<file path="config.mk">
export PLATFORM = sky130hd
export DESIGN_NAME = t8_timer
export DESIGN_NICKNAME = d
export VERILOG_FILES = /design/src/shared/t8_pkg.sv /design/src/hw/t8_timer.sv /design/src/hw/t8_prescaler.sv
export VERILOG_INCLUDE_DIRS = /design/src /design/src/shared
export SDC_FILE = /design/constraint.sdc
export NUM_CORES = 1
export LEC_CHECK = 0
export BUFFER_PORTS_ARGS = -buffer_cell sky130_fd_sc_hd__buf_4
export CAP_MARGIN = 20
export CORE_ASPECT_RATIO = 2
export CORE_MARGIN = 2
export CORE_UTILIZATION = 65
export CTS_BUF_LIST = sky130_fd_sc_hd__clkbuf_4
export CTS_CLUSTER_DIAMETER = 30
export DETAILED_ROUTE_END_ITERATION = 6
export HOLD_SLACK_MARGIN = 0.08
export PLACE_DENSITY = 0.88
export SETUP_SLACK_MARGIN = 0.1
export SYNTH_ARGS = -nofsm -noshare
export SYNTH_HDL_FRONTEND = slang
export SYNTH_SLANG_ARGS = --single-unit
</file>
<file path="constraint.sdc">
create_clock -name mclk_in -period 5.2 [get_ports mclk_in]
set_input_delay 0.52 -clock mclk_in [delete_from_list [all_inputs] [get_ports mclk_in]]
set_output_delay 0.52 -clock mclk_in [all_outputs]
set_load 0.1 [all_outputs]
</file>
<file path="src/shared/t8_map.svh">
// register map, field positions, reset values and clock select codes
`ifndef T8_MAP_SVH
`define T8_MAP_SVH
`define T8_CH0_COUNT_ADDR 16'hff70
`define T8_CH0_MATCH_ADDR 16'hff71
`define T8_CH0_CLKSEL_ADDR 16'hff72
`define T8_CH0_MODE_ADDR 16'hff73
`define T8_CH1_COUNT_ADDR 16'hff78
`define T8_CH1_MATCH_ADDR 16'hff79
`define T8_CH1_CLKSEL_ADDR 16'hff7a
`define T8_CH1_MODE_ADDR 16'hff7b
`define T8_RESET_VAL 8'h00
`define T8_MC_CE 7
`define T8_MC_PWM 6
`define T8_MC_SET 3
`define T8_MC_CLR 2
`define T8_MC_INV 1
`define T8_MC_OE 0
`define T8_SEL_FALL 3'h0
`define T8_SEL_RISE 3'h1
`define T8_SEL_X4 3'h2
`define T8_SEL_SUB 3'h3
`define T8_SEL_DIV0 3'h4
`define T8_SEL_DIV1 3'h5
`define T8_SEL_DIV2 3'h6
`define T8_SEL_DIV3 3'h7
`define T8_CH0_DIV0_SHIFT 2
`define T8_CH1_DIV0_SHIFT 4
`define T8_DIV1_SHIFT 6
`define T8_DIV2_SHIFT 10
`define T8_DIV3_SHIFT 12
`endif

</file>
<file path="src/shared/t8_pkg.sv">
// types shared by the timer channel and its prescaler
package t8_pkg;
  typedef enum logic [2:0] {
    T8_STOP = 3'b001,
    T8_RUN = 3'b010,
    T8_HOLD = 3'b100
  } t8_run_e;
  typedef struct packed {
    t8_run_e run;
    logic [7:0] count;
    logic [7:0] match;
    logic [2:0] csel;
    logic ce;
    logic pwm;
    logic inv;
    logic oe;
    logic out_ff;
    logic [2:0] s1;
    logic [2:0] s2;
    logic [2:0] s3;
    logic [2:0] lvl;
    logic [7:0] rdata;
    logic irq;
    logic pin;
    logic pin_oe_n;
  } t8_state_s;
  typedef struct packed {
    logic [11:0] cnt;
    logic [3:0] tick;
  } t8_pre_s;
endpackage

</file>
<file path="src/hw/t8_timer.sv">
// one 8-bit timer/event counter channel with its registers
`timescale 1ns/1ns
`include "t8_map.svh"
module t8_timer
  import t8_pkg::*;
#(
  parameter int CHANNEL = 0
) (
  input wire logic mclk_in,
  input wire logic nrst_in,
  input wire logic ce_in,
  input wire logic [15:0] addr_in,
  input wire logic rd_in,
  input wire logic wr_in,
  input wire logic [7:0] wdata_in,
  output logic [7:0] rdata_out,
  input wire logic event_input_pin_in,
  input wire logic subclk_in,
  input wire logic subclk_x4_in,
  output logic match_interrupt_out,
  output logic timer_output_pin_out,
  output logic timer_output_oe_n_out
);
  localparam logic [15:0] A_CNT = (CHANNEL == 0) ?
    `T8_CH0_COUNT_ADDR : `T8_CH1_COUNT_ADDR;
  localparam logic [15:0] A_MAT = (CHANNEL == 0) ?
    `T8_CH0_MATCH_ADDR : `T8_CH1_MATCH_ADDR;
  localparam logic [15:0] A_CS = (CHANNEL == 0) ?
    `T8_CH0_CLKSEL_ADDR : `T8_CH1_CLKSEL_ADDR;
  localparam logic [15:0] A_MC = (CHANNEL == 0) ?
    `T8_CH0_MODE_ADDR : `T8_CH1_MODE_ADDR;
  localparam int DIV0 = (CHANNEL == 0) ?
    `T8_CH0_DIV0_SHIFT : `T8_CH1_DIV0_SHIFT;

  t8_state_s st_r;
  t8_state_s st_nxt;
  logic [3:0] pre_tick;
  logic [2:0] agree;
  logic [2:0] new_lvl;
  logic [2:0] rise;
  logic [2:0] fall;
  logic tk;
  logic hit_cnt;
  logic hit_mat;
  logic hit_cs;
  logic hit_mc;
  logic rd_cnt;
  logic wr_mc;
  logic ext_clk;
  logic at_match;
  logic step;

  // divided subsystem clock ticks, reset while count enable is clear
  t8_prescaler #(
    .DIV0_SHIFT(DIV0)
  ) u_pre (
    .mclk_in(mclk_in),
    .nrst_in(nrst_in),
    .ce_in(ce_in),
    .run_in(st_r.ce),
    .step_in(rise[1]),
    .tick_out(pre_tick)
  );

  // pin levels count once the second and third stages agree
  always_comb begin
    agree = ~(st_r.s2 ^ st_r.s3);
    new_lvl = (agree & st_r.s3) | (~agree & st_r.lvl);
    rise = new_lvl & ~st_r.lvl;
    fall = ~new_lvl & st_r.lvl;
  end

  // address decode for the four byte registers
  always_comb begin
    hit_cnt = (addr_in == A_CNT);
    hit_mat = (addr_in == A_MAT);
    hit_cs = (addr_in == A_CS);
    hit_mc = (addr_in == A_MC);
    rd_cnt = rd_in & hit_cnt;
    wr_mc = wr_in & hit_mc;
  end

  // count clock selection
  always_comb begin
    case (st_r.csel)
      `T8_SEL_FALL: tk = fall[0];
      `T8_SEL_RISE: tk = rise[0];
      `T8_SEL_X4: tk = rise[2];
      `T8_SEL_SUB: tk = rise[1];
      `T8_SEL_DIV0: tk = pre_tick[0];
      `T8_SEL_DIV1: tk = pre_tick[1];
      `T8_SEL_DIV2: tk = pre_tick[2];
      `T8_SEL_DIV3: tk = pre_tick[3];
      default: tk = 1'b0;
    endcase
    ext_clk = (st_r.csel == `T8_SEL_FALL) || (st_r.csel == `T8_SEL_RISE);
    at_match = !st_r.pwm && (st_r.count == st_r.match);
  end

  // next state: sync, run control, counting, registers, output
  always_comb begin
    st_nxt = st_r;
    st_nxt.s1 = {subclk_x4_in, subclk_in, event_input_pin_in};
    st_nxt.s2 = st_r.s1;
    st_nxt.s3 = st_r.s2;
    st_nxt.lvl = new_lvl;
    st_nxt.irq = 1'b0;
    step = 1'b0;
    case (st_r.run)
      T8_STOP: begin
        st_nxt.count = `T8_RESET_VAL;
        if (st_r.ce) begin
          st_nxt.run = T8_RUN;
        end
      end
      T8_RUN: begin
        if (!st_r.ce) begin
          st_nxt.run = T8_STOP;
          st_nxt.count = `T8_RESET_VAL;
        end else if (tk && rd_cnt) begin
          st_nxt.run = T8_HOLD;
        end else begin
          step = tk;
        end
      end
      T8_HOLD: begin
        if (!st_r.ce) begin
          st_nxt.run = T8_STOP;
          st_nxt.count = `T8_RESET_VAL;
        end else begin
          st_nxt.run = T8_RUN;
          step = 1'b1;
        end
      end
      default: begin
        st_nxt.run = T8_STOP;
      end
    endcase
    if (step) begin
      if (at_match) begin
        st_nxt.count = `T8_RESET_VAL;
        st_nxt.irq = 1'b1;
        if (st_r.inv) begin
          st_nxt.out_ff = ~st_r.out_ff;
        end
      end else begin
        st_nxt.count = st_r.count + 8'h01;
      end
    end
    // register writes
    if (wr_in && hit_mat) begin
      st_nxt.match = wdata_in;
    end
    if (wr_in && hit_cs) begin
      st_nxt.csel = wdata_in[2:0];
    end
    if (wr_mc) begin
      st_nxt.ce = wdata_in[`T8_MC_CE];
      st_nxt.pwm = wdata_in[`T8_MC_PWM];
      st_nxt.inv = wdata_in[`T8_MC_INV];
      st_nxt.oe = wdata_in[`T8_MC_OE];
      case ({wdata_in[`T8_MC_SET], wdata_in[`T8_MC_CLR]})
        2'b10: st_nxt.out_ff = 1'b1;
        2'b01: st_nxt.out_ff = 1'b0;
        default: st_nxt.out_ff = st_nxt.out_ff; // 11 prohibited
      endcase
    end
    // read data, captured on the read cycle
    if (rd_in) begin
      if (hit_cnt) begin
        st_nxt.rdata = st_r.count;
      end else if (hit_mat) begin
        st_nxt.rdata = st_r.match;
      end else if (hit_cs) begin
        st_nxt.rdata = {5'h00, st_r.csel};
      end else if (hit_mc) begin
        st_nxt.rdata = {st_r.ce, st_r.pwm, 4'h0, st_r.inv, st_r.oe};
      end else begin
        st_nxt.rdata = 8'h00;
      end
    end
    // output pin level and drive
    if (st_r.pwm) begin
      if (st_r.ce && (st_r.count < st_r.match)) begin
        st_nxt.pin = ~st_r.inv;
      end else begin
        st_nxt.pin = st_r.inv;
      end
    end else begin
      st_nxt.pin = st_r.out_ff;
    end
    st_nxt.pin_oe_n = ~(st_r.oe && !ext_clk);
  end

  // single state register, frozen while the clock enable is low
  always_ff @(posedge mclk_in or negedge nrst_in) begin
    if (!nrst_in) begin
      st_r <= '0;
      st_r.run <= T8_STOP;
      st_r.pin_oe_n <= 1'b1;
    end else if (ce_in) begin
      st_r <= st_nxt;
    end
  end

  assign rdata_out = st_r.rdata;
  assign match_interrupt_out = st_r.irq;
  assign timer_output_pin_out = st_r.pin;
  assign timer_output_oe_n_out = st_r.pin_oe_n;
endmodule // t8_timer

</file>
<file path="src/hw/t8_prescaler.sv">
// subsystem clock prescaler with four divided tick taps
`timescale 1ns/1ns
`include "t8_map.svh"
module t8_prescaler
  import t8_pkg::*;
#(
  parameter int DIV0_SHIFT = `T8_CH0_DIV0_SHIFT
) (
  input wire logic mclk_in,
  input wire logic nrst_in,
  input wire logic ce_in,
  input wire logic run_in,
  input wire logic step_in,
  output logic [3:0] tick_out
);
  localparam int SH [4] = '{DIV0_SHIFT, `T8_DIV1_SHIFT,
                           `T8_DIV2_SHIFT, `T8_DIV3_SHIFT};
  t8_pre_s st_r;
  t8_pre_s st_nxt;
  logic [3:0] tap;

  // a tap fires when its low bits wrap on a subsystem clock edge
  genvar i;
  generate
    for (i = 0; i < 4; i++) begin : g_tap
      assign tap[i] = run_in & step_in & (&st_r.cnt[SH[i]-1:0]);
    end
  endgenerate

  // held at zero while counting is disabled
  always_comb begin
    st_nxt = st_r;
    st_nxt.tick = tap;
    if (!run_in) begin
      st_nxt.cnt = 12'h000;
    end else if (step_in) begin
      st_nxt.cnt = st_r.cnt + 12'h001;
    end
  end

  always_ff @(posedge mclk_in or negedge nrst_in) begin
    if (!nrst_in) begin
      st_r <= '0;
    end else if (ce_in) begin
      st_r <= st_nxt;
    end
  end

  assign tick_out = st_r.tick;
endmodule // t8_prescaler

</file>
==> summary.log <==
qor: outcome.status finished clean
qor: layout.design.final.nets 432
qor: logic_synthesis.ys_warn_count 0
qor: logic_synthesis.syn_nets 399
qor: layout.layout-drive-gt1-share 24.68%
qor: logic_synthesis.mean_syn_cell_area 10.21 um^2
qor: global_routing.grt_use_total 27.74%
qor: cts.clock-sinks 66
qor: logic_synthesis.yosys-top-cells-area sky130_fd_sc_hd__dfrtp_1 (44%), sky130_fd_sc_hd__mux2_2 (6.5%), sky130_fd_sc_hd__o21ai_0 (5.0%)
qor: power_and_ir_drop.fin_total_pwr 1.034 mW
qor: setup_path.critical-path-top-delay-family compound AO/OA/AOI/OAI gates
qor: drt.viasPerCell 6.245
qor: global_routing.grt_remaining_overflow 0
qor: min_path.hold_crit_class in2async
qor: logic_synthesis.synth_cells 356
qor: placed_design.post_dp_area 3904 um^2
qor: timing.hold_slack 0.1798 ns
qor: setup_path.cp_cell_sequence or2b_2 -> nor2_4 -> or2b_2 -> o32a_4 -> a211oi_4 -> a22o_1
qor: timing.max_slew_margin 44.96%
qor: setup_path.setup.worst_path.start_class flip-flop
qor: logic_synthesis.synth.most_common_cell sky130_fd_sc_hd__dfrtp_1
qor: logic_synthesis.synthDominantAreaCellType sky130_fd_sc_hd__dfrtp_1
qor: logic_synthesis.mappedNetlistArea 3635 um^2
qor: setup_path.endpoint_kind flip-flop
qor: setup_path.maximum_single_stage_delay_on_the_critical_path 0.72 ns
qor: timing.achievable-frequency 0.3922 GHz
qor: timing.rsz0062_at_grt no
qor: setup_path.dominant_cell_type_by_count_on_the_critical_path sky130_fd_sc_hd__or2b_2
qor: logic_synthesis.synth-edff-count 0
qor: placed_design.hpwl 5.700 mm
qor: global_routing.first_pass_grt_wire_length 13.14 mm
qor: drt.final_antenna_net_count 0
qor: drt.route.detailed.drc 0
qor: drt.detailroute.via_count 2829
qor: timing.skew 0.009338 ns
qor: placed_design.io_buffer_count 42
qor: logic_synthesis.share_of_synthesized_area_occupied_by_flip_flops_and_latches 45.51%
qor: timing.slew_worst_pin 0.8256 ns
qor: logic_synthesis.yosys_register_bits 66
qor: cts.cts.reportedPaths.clkPinSlew 0.10 ns
qor: setup_path.critPathArrivalTime 2.91 ns
qor: setup_path.path_buf_inv 0
qor: floorplan.placement_rows 38
qor: logic_synthesis.async_set_or_reset_register_ratio_after_synthesis 100.0%
qor: drt.drt-initial-drc-count 137
qor: global_routing.grt_start_max_net_pins 67
qor: global_routing.initial_antenna_violation_count 0
qor: cts.post_cts_resize_count 0
qor: cts.tritoncts done
qor: drt.drt-total-wl 7.794 mm
qor: cts.worstSkewPairLatency 0.42 ns
qor: drt.drt_pass1_iterations 4
qor: layout.synthToLayoutAreaGrowth 11.67%
qor: layout.antenna-diode-count 0
qor: floorplan.die_h 109.8 um
qor: power_and_ir_drop.max-vdd-ir-drop 0.3530 mV
qor: global_routing.first_global_vias 2852
qor: logic_synthesis.synthTopCellsByCount sky130_fd_sc_hd__dfrtp_1 (64), sky130_fd_sc_hd__o21ai_0 (36), sky130_fd_sc_hd__nand2_1 (32), sky130_fd_sc_hd__inv_1 (22), sky130_fd_sc_hd__mux2_2 (21)
qor: logic_synthesis.synthFlopType sky130_fd_sc_hd__dfrtp_1
qor: logic_synthesis.synth.lib_cells_used.distinct 62
qor: timing.finalWorstPathRequiredPeriod 2.550 ns
qor: timing.fin_ws 2.650 ns
qor: setup_path.worst-setup-path-type reg2reg
qor: floorplan.area_enclosed_by_the_die_boundary 6242 um^2
qor: cts.hold_buffers 0
qor: timing.tns 0 ns
qor: cts.cts_inserted_buffers 9
qor: cts.cts_buffer_depth 2
qor: drt.routed_wire_length_per_instance 17.21 um
qor: timing.finalCritPeriodShare 49.04%
qor: layout.design_area 4059 um^2
qor: setup_path.path_max_fanout 18
qor: setup_path.crit_required 5.56 ns
qor: floorplan.io-pin-count 43
qor: floorplan.core_area 5420 um^2
qor: placed_design.pre_cts_slack 2.468 ns
qor: timing.timing_hold_violations_final 0
qor: placed_design.post-place-cells 438
qor: cts.ctsRootBufferMaster sky130_fd_sc_hd__clkbuf_4
qor: power_and_ir_drop.power_per_cell_area 254.8 nW/um^2
qor: setup_path.cpMaxStageDelayCell sky130_fd_sc_hd__dfrtp_1
qor: layout.final-instance-count-excl-fill 453
qor: power_and_ir_drop.leakage 1.865 nW
qor: floorplan.chipWidth 56.88 um
qor: cts.htree_num_levels 3
qor: layout.final_cell_utilization_of_the_core 74.88%
qor: floorplan.floorplan.initialDensity 67.06%
qor: logic_synthesis.synth_top_area_share 44.06%
qor: timing.timing.final.max_slew_violations 0
qor: timing.setup_viol 0
qor: cts.postCtsSetupBuffers 0
qor: run.max-cap-violations 0
qor: placed_design.global_placement_routability_congestion 0.8488
[power by group]
| group | total, mW | switching (mW) | leakage [nW] | internal (mW) |
|---|---|---|---|---|
| registers | 0.549 | 0.0167 | 0.881 | 0.532 |
| clock network | 0.384 | 0.176 | 0.0874 | 0.208 |
| logic | 0.101 | 0.0583 | 0.896 | 0.0424 |
| total | 1.03 | 0.251 | 1.86 | 0.783 |
[registers in the layout (all words and copies together), names as in the netlist]
signal	cells
u_pre.st_r	12
timer_output_oe_n_out	1
st_r	33
timer_output_pin_out	1
u_pre.tick_out	4
st_nxt	6
match_interrupt_out	1
rdata_out	8
[area by class of cell]
cell class                 instances  area [um^2]
clock buffer                      12        90.09
inverter                          22        82.58
timing repair buffer              42        315.3
sequential                        66         1654
tap                               60        75.07
fill                             400         1361
clock inverter                     3        65.06
multi-input combinational        248         1777
[worst register-to-register path, stage by stage, from the launching register on]
cell                       delay [ns]
sky130_fd_sc_hd__dfrtp_1         0.72
sky130_fd_sc_hd__or2b_2          0.40
sky130_fd_sc_hd__nor2_4          0.15
sky130_fd_sc_hd__or2b_2          0.32
sky130_fd_sc_hd__o32a_4          0.36
sky130_fd_sc_hd__a211oi_4        0.35
sky130_fd_sc_hd__a22o_1          0.20
[path summary, 6_finish.rpt]
path	to	slack (ns)	cells after the start	from
setup / recovery	st_r[43]	2.65	6	st_r[27]
hold / removal	rdata_out[0]	0.18	1	nrst_in
setup reg to reg	st_r[43]	2.65	6	st_r[27]
hold reg to reg	rdata_out[4]	0.49	2	rdata_out[4]
max in group asynchronous	u_pre.st_r[8]	4.47	1	nrst_in
min in group mclk_in	st_nxt[17]	0.32	2	event_input_pin_in
[placed cells by master (no fill, tap or decap), drive strengths merged, types with 3 or more instances in the layout]
cell type	netlist	final
a211oi	3	3
a21oi	10	10
a22o	10	10
a311oi	3	3
and3	9	9
buf	14	42
clkbuf	6	12
dfrtp	64	64
ha	11	11
inv	22	22
mux2	21	21
mux2i	4	4
nand2	32	32
nand3	10	10
nand3b	5	5
nand4	8	8
nand4b	3	3
nor2	16	16
nor2b	6	6
nor3	5	5
o21a	5	5
o21ai	36	36
o31ai	6	6
or2b	4	4
or3	4	4
xor2	3	3
[logic make-up after synthesis]
| group | synth area share (%) |
|---|---|
| adder cells (fa/ha/maj) | 3.787 |
| flip-flops | 45.51 |
| AO/OA/AOI/OAI | 17.14 |
| multiplexers | 8.847 |
| buffers and inverters | 5.611 |
| AND/OR/NAND/NOR | 17.90 |
| XOR/XNOR | 1.205 |
[per-layer routing]
layer  global-route usage, %  routed length, um  up-vias
met1                   28.66               2923     1399
met5                       0                  0        -
li1                        -                  -     1354
met3                   7.059                269       20
met4                   14.62                301        0
met2                   50.50               4299       56
(Power assumes the default switching activity.)
